File: src/core/apd_consts.svh
`ifndef APD_CONSTS_SVH
`define APD_CONSTS_SVH
// ========================================
// power mode register layout
`define APD_PMR_RESET      8'h00
`define APD_PMR_FIRST_MASK 8'h3A
`define APD_PMR_SECOND_MASK 8'h7C
`define APD_BIT_ENABLE     1
`define APD_BIT_TURBO_OFF  3
`define APD_BIT_ARRAY_CLK  4
`define APD_BIT_MCELL_CLK  5
`define APD_BIT_CNTL_LO    2
`define APD_BIT_CNTL_HI    4
`define APD_BIT_ALE        5
`define APD_BIT_DBE        6
// ========================================
// inactivity counter
`define APD_CNT_ZERO       4'h0
`define APD_CNT_ONE        4'h1
`define APD_CNT_TERM       4'hF
`define APD_CNT_LAST       4'hE
// ========================================
// bus widths and reset levels
`define APD_ADDR_ZERO      16'h0000
`define APD_BYTE_ZERO      8'h00
`define APD_SEL_ZERO       3'h0
`define APD_SEL_IDLE       3'h7
`endif

File: src/core/apd_pkg.sv
`include "apd_consts.svh"
package apd_pkg;
  // ========================================
  // inactivity watcher states
  typedef enum logic [1:0] {
    APD_ST_OFF   = 2'b00,  // unit disabled, counter held at zero
    APD_ST_WATCH = 2'b01,  // enabled, counting quiet clock periods
    APD_ST_DOWN  = 2'b10   // power-down mode
  } apd_state_e;
  typedef logic [3:0] apd_count_t;  // four-bit inactivity count
endpackage

File: src/core/apd_cnt_if.sv
`timescale 1ns/1ps
interface apd_cnt_if;
  logic       enable;    // automatic power down enabled
  logic       tick;      // one-cycle pulse per pld clock rising edge
  logic       quiet;     // strobe sits at its power-down level
  logic       activity;  // one-cycle pulse per strobe transition
  logic       wake;      // one-cycle pulse: chip select low or reset released
  logic       down;      // power-down flag
  logic [3:0] count;     // current inactivity count
  modport ctl (output enable, tick, quiet, activity, wake, input down, count);
  modport cnt (input enable, tick, quiet, activity, wake, output down, count);
endinterface

File: src/core/apd_counter.sv
`timescale 1ns/1ps
`include "apd_consts.svh"
module apd_counter
  import apd_pkg::*;
(
  input wire logic clk_sys,
  input wire logic resetn,
  apd_cnt_if.cnt   cif
);
  // ========================================
  // state and count
  apd_state_e state;       // watcher state
  apd_state_e next_state;  // next watcher state
  apd_count_t count;       // quiet periods seen

  assign cif.down  = (state == APD_ST_DOWN);
  assign cif.count = count;

  // next state: activity, wake or disable leave power-down
  always_comb begin
    next_state = state;
    case (state)
      APD_ST_OFF: begin
        if (cif.enable) next_state = APD_ST_WATCH;
      end
      APD_ST_WATCH: begin
        if (!cif.enable) begin
          next_state = APD_ST_OFF;
        end else if (cif.tick && cif.quiet && !cif.activity && count == `APD_CNT_LAST) begin
          next_state = APD_ST_DOWN;
        end
      end
      APD_ST_DOWN: begin
        if (!cif.enable) begin
          next_state = APD_ST_OFF;
        end else if (cif.activity || cif.wake) begin
          next_state = APD_ST_WATCH;
        end
      end
      default: next_state = APD_ST_OFF;
    endcase
  end

  // state register
  always_ff @(posedge clk_sys or negedge resetn) begin
    if (!resetn) state <= APD_ST_OFF;
    else         state <= next_state;
  end

  // four-bit counter, counts only on quiet pld clock periods
  always_ff @(posedge clk_sys or negedge resetn) begin
    if (!resetn) begin
      count <= `APD_CNT_ZERO;
    end else if (!cif.enable || cif.activity || cif.wake) begin
      count <= `APD_CNT_ZERO;
    end else if (cif.tick && cif.quiet && count != `APD_CNT_TERM) begin
      count <= count + `APD_CNT_ONE;
    end
  end
endmodule

File: src/core/apd_top.sv
`timescale 1ns/1ps
`include "apd_consts.svh"
module apd_top
  import apd_pkg::*;
(
  input  wire logic        clk_sys,              // system clock
  input  wire logic        resetn,               // power-up reset
  input  wire logic        dev_reset_n,          // device reset pin
  input  wire logic        addr_strobe,          // mcu address strobe
  input  wire logic        strobe_pd_polarity,   // strobe level while mcu sleeps
  input  wire logic        pld_clock_in,         // pld clock pin
  input  wire logic        csi_n,                // chip select input
  input  wire logic        pmr_first_wr,         // write first power mode register
  input  wire logic        pmr_second_wr,        // write second power mode register
  input  wire logic [7:0]  pmr_wdata,            // power mode write data
  input  wire logic [15:0] bus_addr,             // mcu address
  input  wire logic [7:0]  bus_data,             // mcu data
  input  wire logic [2:0]  mem_sel_req,          // flash, eeprom, sram decode
  input  wire logic        io_sel_req,           // io register window decode
  input  wire logic [2:0]  mcu_cntl,             // mcu control strobes
  input  wire logic        mcu_dbe,              // mcu data byte enable
  input  wire logic [7:0]  pin_out_req,          // port a output value
  input  wire logic [7:0]  pin_oe_req,           // port a output enable
  input  wire logic [7:0]  pin_data_mode,        // pin in data port mode
  input  wire logic [7:0]  pin_periph_mode,      // pin in peripheral mode
  input  wire logic [7:0]  pin_addr_mode,        // pin in address out mode
  output logic [7:0]       power_mode_reg_first, // first power mode register
  output logic [7:0]       power_mode_reg_second,// second power mode register
  output logic             power_down_flag,      // power-down mode active
  output logic [3:0]       apd_count,            // inactivity count
  output logic [15:0]      mem_addr,             // address to memories
  output logic [7:0]       mem_data,             // data to memories
  output logic [2:0]       mem_sel,              // memory selects
  output logic [2:0]       mem_standby,          // memory standby state
  output logic             io_register_window,   // io window select
  output logic [15:0]      pld_addr,             // address to plds
  output logic [2:0]       pld_cntl,             // gated control strobes
  output logic             pld_ale,              // gated address strobe
  output logic             pld_dbe,              // gated byte enable
  output logic             pld_clk_array,        // clock to pld array
  output logic             pld_clk_mcell,        // clock to output cells
  output logic             pld_turbo,            // pld fast mode
  output logic [7:0]       pin_out,              // port a pin value
  output logic [7:0]       pin_oe                // port a pin enable
);
  // ========================================
  // power mode registers
  // cleared only by power-up reset; the device reset pin leaves them alone
  always_ff @(posedge clk_sys or negedge resetn) begin
    if (!resetn) begin
      power_mode_reg_first  <= `APD_PMR_RESET;
      power_mode_reg_second <= `APD_PMR_RESET;
    end else begin
      if (pmr_first_wr)  power_mode_reg_first  <= pmr_wdata & `APD_PMR_FIRST_MASK;
      if (pmr_second_wr) power_mode_reg_second <= pmr_wdata & `APD_PMR_SECOND_MASK;
    end
  end

  // ========================================
  // input conditioning
  logic as_s1;   // strobe synchroniser stage one
  logic as_s2;   // strobe synchroniser stage two
  logic as_s3;   // strobe delayed for edge detect
  logic ck_d;    // pld clock delayed
  logic csi_d;   // chip select delayed
  logic rst_d;   // reset pin delayed

  // two-flop strobe synchroniser then one more stage for edges
  always_ff @(posedge clk_sys or negedge resetn) begin
    if (!resetn) begin
      as_s1 <= 1'b0;
      as_s2 <= 1'b0;
      as_s3 <= 1'b0;
    end else begin
      as_s1 <= addr_strobe;
      as_s2 <= as_s1;
      as_s3 <= as_s2;
    end
  end

  // delayed copies for edge detection of pins
  // reset to the pins' idle levels so no false tick or wake follows reset
  always_ff @(posedge clk_sys or negedge resetn) begin
    if (!resetn) begin
      ck_d  <= 1'b1;  // clock pin high at release gives no tick
      csi_d <= 1'b0;  // selected is the idle level
      rst_d <= 1'b1;  // reset pin idles high
    end else begin
      ck_d  <= pld_clock_in;
      csi_d <= csi_n;
      rst_d <= dev_reset_n;
    end
  end

  // ========================================
  // inactivity counter
  apd_cnt_if cif ();
  // counter tick taken from the raw pin, before any blocking bit
  assign cif.tick     = pld_clock_in & ~ck_d;
  assign cif.enable   = power_mode_reg_first[`APD_BIT_ENABLE];
  assign cif.activity = as_s2 ^ as_s3;
  assign cif.quiet    = (as_s2 == strobe_pd_polarity);
  assign cif.wake     = (~csi_n & csi_d) | (dev_reset_n & ~rst_d);

  apd_counter apd_counter_i (
    .clk_sys (clk_sys),
    .resetn  (resetn),
    .cif     (cif)
  );

  logic in_down;  // power-down mode
  assign in_down         = cif.down;
  assign power_down_flag = in_down;
  assign apd_count       = cif.count;

  // ========================================
  // bus blocking and memory selection
  logic addr_moved;  // memory inputs changed this cycle

  // bus to memories and plds frozen while powered down
  always_ff @(posedge clk_sys or negedge resetn) begin
    if (!resetn) begin
      mem_addr <= `APD_ADDR_ZERO;
      mem_data <= `APD_BYTE_ZERO;
      pld_addr <= `APD_ADDR_ZERO;
    end else if (!in_down) begin
      mem_addr <= bus_addr;
      mem_data <= bus_data;
      pld_addr <= bus_addr;
    end
  end

  assign addr_moved = !in_down && (bus_addr != mem_addr || bus_data != mem_data);

  // selects drop in power-down or with chip select high
  always_ff @(posedge clk_sys or negedge resetn) begin
    if (!resetn) begin
      mem_sel            <= `APD_SEL_ZERO;
      io_register_window <= 1'b0;
    end else if (in_down || csi_n) begin
      mem_sel            <= `APD_SEL_ZERO;
      io_register_window <= 1'b0;
    end else begin
      mem_sel            <= mem_sel_req;
      io_register_window <= io_sel_req;
    end
  end

  // memories wake only while selected and their inputs move
  always_ff @(posedge clk_sys or negedge resetn) begin
    if (!resetn) begin
      mem_standby <= `APD_SEL_IDLE;
    end else if (in_down || csi_n || !addr_moved) begin
      mem_standby <= `APD_SEL_IDLE;
    end else begin
      mem_standby <= ~mem_sel_req;
    end
  end

  // ========================================
  // pld input blocking, independent of power-down
  always_ff @(posedge clk_sys or negedge resetn) begin
    if (!resetn) begin
      pld_cntl      <= `APD_SEL_ZERO;
      pld_ale       <= 1'b0;
      pld_dbe       <= 1'b0;
      pld_clk_array <= 1'b0;
      pld_clk_mcell <= 1'b0;
      pld_turbo     <= 1'b1;
    end else begin
      pld_cntl      <= mcu_cntl
                       & ~power_mode_reg_second[`APD_BIT_CNTL_HI:`APD_BIT_CNTL_LO];
      pld_ale       <= addr_strobe & ~power_mode_reg_second[`APD_BIT_ALE];
      pld_dbe       <= mcu_dbe & ~power_mode_reg_second[`APD_BIT_DBE];
      pld_clk_array <= pld_clock_in & ~power_mode_reg_first[`APD_BIT_ARRAY_CLK];
      pld_clk_mcell <= pld_clock_in & ~power_mode_reg_first[`APD_BIT_MCELL_CLK];
      pld_turbo     <= ~power_mode_reg_first[`APD_BIT_TURBO_OFF];
    end
  end

  // ========================================
  // port pins during power-down
  genvar gi;
  generate
    for (gi = 0; gi < 8; gi = gi + 1) begin : g_pin
      // io and pld pins pass through; address holds; data and peripheral pins float
      always_ff @(posedge clk_sys or negedge resetn) begin
        if (!resetn) begin
          pin_out[gi] <= 1'b0;
          pin_oe[gi]  <= 1'b0;
        end else if (in_down && (pin_data_mode[gi] || pin_periph_mode[gi])) begin
          pin_out[gi] <= pin_out_req[gi];
          pin_oe[gi]  <= 1'b0;
        end else if (in_down && pin_addr_mode[gi]) begin
          pin_oe[gi]  <= pin_oe_req[gi];
        end else begin
          pin_out[gi] <= pin_out_req[gi];
          pin_oe[gi]  <= pin_oe_req[gi];
        end
      end
    end
  endgenerate
endmodule

File: config.mk
export PLATFORM = sky130hd
export DESIGN_NAME = apd_top
export DESIGN_NICKNAME = d
export VERILOG_FILES = /design/src/core/apd_pkg.sv /design/src/core/apd_cnt_if.sv /design/src/core/apd_counter.sv /design/src/core/apd_top.sv
export VERILOG_INCLUDE_DIRS = /design/src /design/src/core
export SDC_FILE = /design/constraint.sdc
export NUM_CORES = 1
export LEC_CHECK = 0
export ABC_AREA = 1
export BUFFER_PORTS_ARGS = -buffer_cell sky130_fd_sc_hd__buf_2
export CORE_MARGIN = 2
export CORE_UTILIZATION = 49
export DETAILED_ROUTE_END_ITERATION = 10
export PLACE_DENSITY = 0.95
export SETUP_SLACK_MARGIN = 0.3
export SYNTH_ARGS = -nofsm -noshare
export SYNTH_HDL_FRONTEND = slang
export SYNTH_SLANG_ARGS = --single-unit
File: constraint.sdc
create_clock -name clk_sys -period 2.5 [get_ports clk_sys]
set_input_delay 0.25 -clock clk_sys [delete_from_list [all_inputs] [get_ports clk_sys]]
set_output_delay 0.25 -clock clk_sys [all_outputs]
set_load 0.02 [all_outputs]
==> results of run 1 <==
worst paths after layout:
path	from	to	slack [ps]	depth (start not counted)
min	addr_strobe	as_s1$_DFF_PN0_	30	1
min reg2reg	as_s1$_DFF_PN0_	as_s2$_DFF_PN0_	360	0
max in group asynchronous	resetn	mem_sel[1]$_DFF_PN0_	1840	1
min in group asynchronous	resetn	mem_data[5]$_DFFE_PN0P_	40	1
max	apd_counter_i.state[0]$_DFFE_PN0P_	power_down_flag	840	4
max reg2reg	apd_counter_i.state[0]$_DFFE_PN0P_	pin_out[3]$_DFFE_PN0P_	1210	6
cells by family (layout without fill, tap and decap cells):
family                     after synthesis  in the layout  synth area share (%)
and+or+nand+nor                        186            186                  21.0
buffers and inverters                  120            279                  15.2
DFF                                     76             76                  52.9
AOI/OAI and AO/OA                       44             44                  6.69
muxes                                    7              7                  2.18
xor gates and xnor gates                 5              5                  1.21
adders and majority gates                2              2                 0.693
other                                    1              7                 0.104
flip-flops by register name (all words and copies together), names as in the netlist, 2 cells and up:
register                 cells
pld_cntl                     3
apd_counter_i.state          2
pld_addr                    16
mem_sel                      3
mem_standby                  3
mem_data                     8
pin_out                      8
power_mode_reg_second        5
apd_counter_i.cif.count      4
pin_oe                       8
power_mode_reg_first         4
timing repair:
item	in CTS	in global routing
buffers inserted	0	0
hold buffers	2	0
hold endpoints to repair	2	0
cell usage after synthesis (2+ instances only):
library cell | n | share of area [%]
a21boi_0 | 8 | 1.7
o21ai_0 | 24 | 3.3
buf_4 | 24 | 5.0
nand2_2 | 2 | 0.35
nor2_2 | 4 | 0.69
nand2_1 | 133 | 14
buf_2 | 6 | 0.83
nand4_1 | 8 | 1.4
ha_1 | 2 | 0.69
inv_2 | 3 | 0.31
inv_1 | 86 | 8.9
xor2_1 | 4 | 0.97
mux2_2 | 7 | 2.2
dfrtp_1 | 70 | 49
nor2_1 | 27 | 2.8
dfstp_2 | 6 | 4.4
nand3_1 | 8 | 1.1
o21ai_1 | 10 | 1.4
power by group through the flow:
stage	Combinational [uW]	Clock [uW]	Sequential (uW)
4_1_cts	750	912	1430
6_report	746	895	1430
2_1_floorplan	367	0	1580
3_3_place_gp	719	0	1440
5_1_grt	826	962	1450
3_5_place_dp	745	0	1460
final cells by class:
cell class	count	area [um2]	area share, %
flip-flops and latches	76	1910	41.3
multi-input cells	251	1170	25.4
repair buffers	174	886	19.2
inverters	89	334	7.23
clock buffers	10	138	2.98
well taps	99	124	2.68
clock inverters	6	53.8	1.16
worst max-delay path, delay by kind of cell, from the launching register on:
family                 cells  cell delay [ps]
flip-flops                 1              380
buffers and inverters      3              610
AND/OR/NAND/NOR            1               70
through the flow:
stage	setup WS (ps)	area, um2	hold WS (ps)	instances	util (%)
2_1_floorplan	1310	3630	-45.6	447	-
3_3_place_gp	1240	4410	333	687	61.4
3_5_place_dp	1210	4410	337	687	61.4
4_1_cts	810	4620	5.88	705	64.4
5_1_grt	711	4620	5.75	705	64.4
6_report	840	4620	28.9	705	64.4
metal layers:
| metal | up-vias | routed length (um) |
|---|---|---|
| li1 | 1607 | - |
| met1 | 1508 | 3380 |
| met2 | 142 | 4500 |
| met3 | 16 | 747 |
| met4 | 0 | 144 |
| met5 | - | 0 |
==> results.json, run 1 <==
{
  "period_needed_ps": 1660,
  "crit_path_end_kind": "output pin",
  "grt_pass1_wl_um": 14700,
  "drt_wl_total_um": 8780,
  "die_area_um2": 8070,
  "h-tree-depth": 3,
  "ant_nets": 0,
  "finalHoldViolations": 0,
  "skew_ps": 17.7,
  "cts_resized": 0,
  "ir_drop_mv": 0.433,
  "first_pass_iters": 4,
  "layout.cells.most_common_list": "buf_2 (170), nand2_1 (133), inv_1 (86)",
  "p_switching_uw": 1070,
  "die_h_um": 89.8,
  "cts_made_buffers": 9,
  "rows": 31,
  "leakage_uw": 0.00279,
  "num-nets-final": 692,
  "final_common_cell": "buf_2",
  "grt_pass1_vias": 3272,
  "avgSynthCellArea_um2": 8.19,
  "crit_type": "reg2out",
  "overflow": 0,
  "p_seq_share_pct": 46.6,
  "drv_slew": 0,
  "slew_headroom_pct": 37.1,
  "busiest_layer": "met2",
  "synth-edff-count": 0,
  "synth.distinct_cells": 27,
  "power_density_nw_per_um2": 666,
  "die_w_um": 89.8,
  "antenna_cells": 0,
  "grt_start_max_net_pins": 77,
  "grt_usage_pct": 22.6,
  "syn_inst": 441,
  "clock_latency_ps": 350,
  "via_per_inst": 4.64,
  "status": "finished, final reports clean",
  "synthFlopType": "dfrtp_1",
  "met3_usage_pct": 8.21,
  "wl_per_cell_um": 12.4,
  "syn2layout_area_growth_pct": 27.9,
  "critPathLaunchType": "flop",
  "p_sw_share_pct": 34.7,
  "cap_violations": 0,
  "synth.ff_latch_count": 76,
  "fin_setup_tns_ps": 0,
  "async_flop_share_pct": 100,
  "io_buffers": 171,
  "critPathMaxFanout": 21,
  "rsz0062_at_grt": "false",
  "required_ps": 2250,
  "clock.fmax_mhz": 602,
  "num_vias": 3273,
  "drc": 0,
  "gr-usage-met2_pct": 41.2,
  "fp.coreArea_um2": 7180,
  "power_uw": 3070,
  "cts_max_path_buffers": 2,
  "combPwrFrac_pct": 24.3,
  "yosysSeqAreaShare_pct": 52.9,
  "holdCritPathClass": "in2reg",
  "drt_iter0_markers": 56,
  "crit_chain": "inv_2, nand2_1, inv_2, buf_2",
  "cts_tree": "yes",
  "clkTransAtPathRegs_ps": 90,
  "ys_warn_count": 0,
  "syn_area_um2": 3610,
  "start_util_pct": 50.3,
  "cpPeakStageDelay_ps": 380,
  "ios": 181,
  "gp_congestion": 0.781,
  "clock-root-buffer": "clkbuf_8",
  "dp_hpwl_um": 6410,
  "fillers": 580,
  "cts_sinks": 76,
  "layout-drive-gt1-share_pct": 34.8,
  "fin_crit_sh_pct": 66.4,
  "worst_pin_slew_ps": 943,
  "worst_path_max_delay_cell": "dfrtp_1",
  "cpMostUsedCell": "inv_2",
  "arrival_ps": 1410,
  "finalSetupViolations": 0,
  "antenna_found_initial": 0,
  "grt_use_met1_pct": 24.3,
  "clock_power_share_pct": 29.1,
  "intPower_uw": 2010
}
(Power assumes the default switching activity.)
==> inputs of run 2 (changes only) <==
--- a/config.mk
+++ b/config.mk
@@ -9,9 +9,9 @@
 export ABC_AREA = 1
 export BUFFER_PORTS_ARGS = -buffer_cell sky130_fd_sc_hd__buf_2
 export CORE_MARGIN = 2
-export CORE_UTILIZATION = 49
+export CORE_UTILIZATION = 41
 export DETAILED_ROUTE_END_ITERATION = 10
-export PLACE_DENSITY = 0.95
+export PLACE_DENSITY = 0.86
 export SETUP_SLACK_MARGIN = 0.3
 export SYNTH_ARGS = -nofsm -noshare
 export SYNTH_HDL_FRONTEND = slang
==> constraint.sdc (replaced) <==
create_clock -name clk_sys -period 1.43 [get_ports clk_sys]
set_input_delay 0.143 -clock clk_sys [delete_from_list [all_inputs] [get_ports clk_sys]]
set_output_delay 0.143 -clock clk_sys [all_outputs]
set_load 0.02 [all_outputs]
==> results.json, run 2 (synthesized netlist as in run 1, its figures left out) <==
{
  "fin_util_pct": 58.9,
  "first_pass_iters": 4,
  "place_area_um2": 4470,
  "via_per_inst": 4.58,
  "intPower_uw": 3760,
  "critPathLaunchType": "flop",
  "antenna_found_initial": 0,
  "clock.fmax_mhz": 766,
  "drc": 0,
  "ios": 181,
  "io_buffers": 171,
  "rows": 34,
  "clock_latency_ps": 350,
  "die_h_um": 97.8,
  "layout.cells.most_common_list": "buf_2 (160), nand2_1 (131), inv_1 (85)",
  "fp.coreArea_um2": 8640,
  "drt_wl_total_um": 9480,
  "clock_power_share_pct": 30.0,
  "r2r_cells": 7,
  "die_w_um": 97.8,
  "rsz0062_at_grt": "true",
  "layout-drive-gt1-share_pct": 39.4,
  "fillers": 752,
  "fin_setup_tns_ps": 0,
  "dp_hpwl_um": 6570,
  "finalHoldViolations": 0,
  "drt_iter0_markers": 90,
  "crit_path_end_kind": "flop",
  "die_area_um2": 9570,
  "combPwrFrac_pct": 26.0,
  "skew_ps": 9.53,
  "clock-root-buffer": "clkbuf_8",
  "required_ps": 1730,
  "cp_num_buf_inv": 1,
  "finalSetupViolations": 0,
  "grt_usage_pct": 19.3,
  "cts_sinks": 76,
  "overflow": 0,
  "cts_made_buffers": 9,
  "worst_path_max_delay_cell": "dfrtp_1",
  "syn2layout_area_growth_pct": 40.9,
  "critPathMaxFanout": 7,
  "final_common_cell": "buf_2",
  "p_sw_share_pct": 34.0,
  "clkTransAtPathRegs_ps": 90,
  "p_switching_uw": 1940,
  "start_util_pct": 41.8,
  "top_register": "pld_addr",
  "grt_pass1_wl_um": 15200,
  "h-tree-depth": 3,
  "num_vias": 3404,
  "antenna_cells": 0,
  "arrival_ps": 1600,
  "p_seq_share_pct": 44.0,
  "leakage_uw": 0.00297,
  "drv_slew": 0,
  "gp_congestion": 0.829,
  "cpPeakStageDelay_ps": 440,
  "status": "finished, final reports clean",
  "r2r-end": "apd_counter_i.state[1]$_DFFE_PN0P_",
  "cts_tree": "yes",
  "design_area_um2": 5090,
  "period_needed_ps": 1310,
  "hp-start": "pmr_wdata[3]",
  "crit_type": "reg2reg",
  "timing.rr.start": "as_s2$_DFF_PN0_",
  "power_density_nw_per_um2": 1120,
  "num-nets-final": 721,
  "ir_drop_mv": 0.681,
  "min_to": "power_mode_reg_first[3]$_DFFE_PN0P_",
  "largest_reg_flops": 16,
  "grt_pass1_vias": 3391,
  "crit_chain": "xnor2_2, nand2_2, nor2_4, nand2_2, nand2_1, nand2_1, inv_1",
  "wl_per_cell_um": 12.8,
  "ant_nets": 0,
  "reg2reg_slack_ps": 120,
  "hold-path-cell-count": 3,
  "holdCritPathClass": "in2reg",
  "cap_violations": 0,
  "grt_start_max_net_pins": 47,
  "fin_crit_sh_pct": 91.3,
  "cts_max_path_buffers": 2,
  "crit_family": "simple AND/OR/NAND/NOR gates"
}
==> run 2: worst max-delay path by stage <==
stage                                            from                                      to  depth (start not counted)
2_1_floorplan  apd_counter_i.cif.count[0]$_DFFE_PN0P_  apd_counter_i.cif.count[1]$_DFFE_PN0P_                          7
3_3_place_gp                  pld_addr[5]$_DFFE_PN0P_                mem_standby[0]$_DFF_PN1_                          6
3_5_place_dp                          as_s2$_DFF_PN0_      apd_counter_i.state[0]$_DFFE_PN0P_                          6
4_1_cts            apd_counter_i.state[1]$_DFFE_PN0P_                         power_down_flag                          4
5_1_grt                               as_s2$_DFF_PN0_      apd_counter_i.state[1]$_DFFE_PN0P_                          7
6_report                              as_s2$_DFF_PN0_      apd_counter_i.state[1]$_DFFE_PN0P_                          7
==> run 2: through the flow <==
step	hold slack [ps]	total power, uW	instances	worst slack [ps]
4_1_cts	2.90	5720	736	150
5_1_grt	6.50	6000	743	13.3
3_3_place_gp	47.7	3800	700	231
2_1_floorplan	-153	3410	447	311
6_report	12.7	5700	743	124
3_5_place_dp	49.4	3860	700	201
==> run 2: power by group through the flow <==
| stage | logic (uW) | clock network (uW) | registers, uW |
|---|---|---|---|
| after floorplan | 642 | 0 | 2760 |
| after global placement | 1280 | 0 | 2520 |
| after detailed placement | 1320 | 0 | 2540 |
| after CTS | 1460 | 1760 | 2500 |
| after global routing | 1630 | 1830 | 2540 |
| final | 1480 | 1710 | 2510 |
==> run 2: repair_timing <==
item | CTS | global route
endpoints found under the setup margin | 48 | 61
buffers inserted | 5 | 7
hold buffers | 14 | 0
resized for setup | 29 | 23
cloned | 1 | 0
endpoints found under the hold margin | 79 | 0
pin swaps | 4 | 9
==> run 2: area by class of cell <==
class                           instances  area (um2)  area share (%)
Clock buffer                            9         124            2.44
Clock inverter                          7        81.3            1.60
Inverter                               89         334            6.57
Multi-Input combinational cell        251        1250            24.7
Sequential cell                        76        1920            37.7
Tap cell                              108         135            2.66
Timing Repair Buffer                  203        1240            24.4
==> run 2: metal layers <==
layer	vias up	part of all wire, %	global-route usage, %
met4	0	2.3	7.05
met1	1592	39	21.6
met3	23	5.6	4.22
li1	1663	-	-
met5	-	0	0
met2	126	53	35.9
==> run 2: tightest hold or removal path: cells and delay by family <==
family / cells / cell delay [ps]
simple gates: 1 / 40
compound gates: 1 / 60
buf+inv: 1 / 90
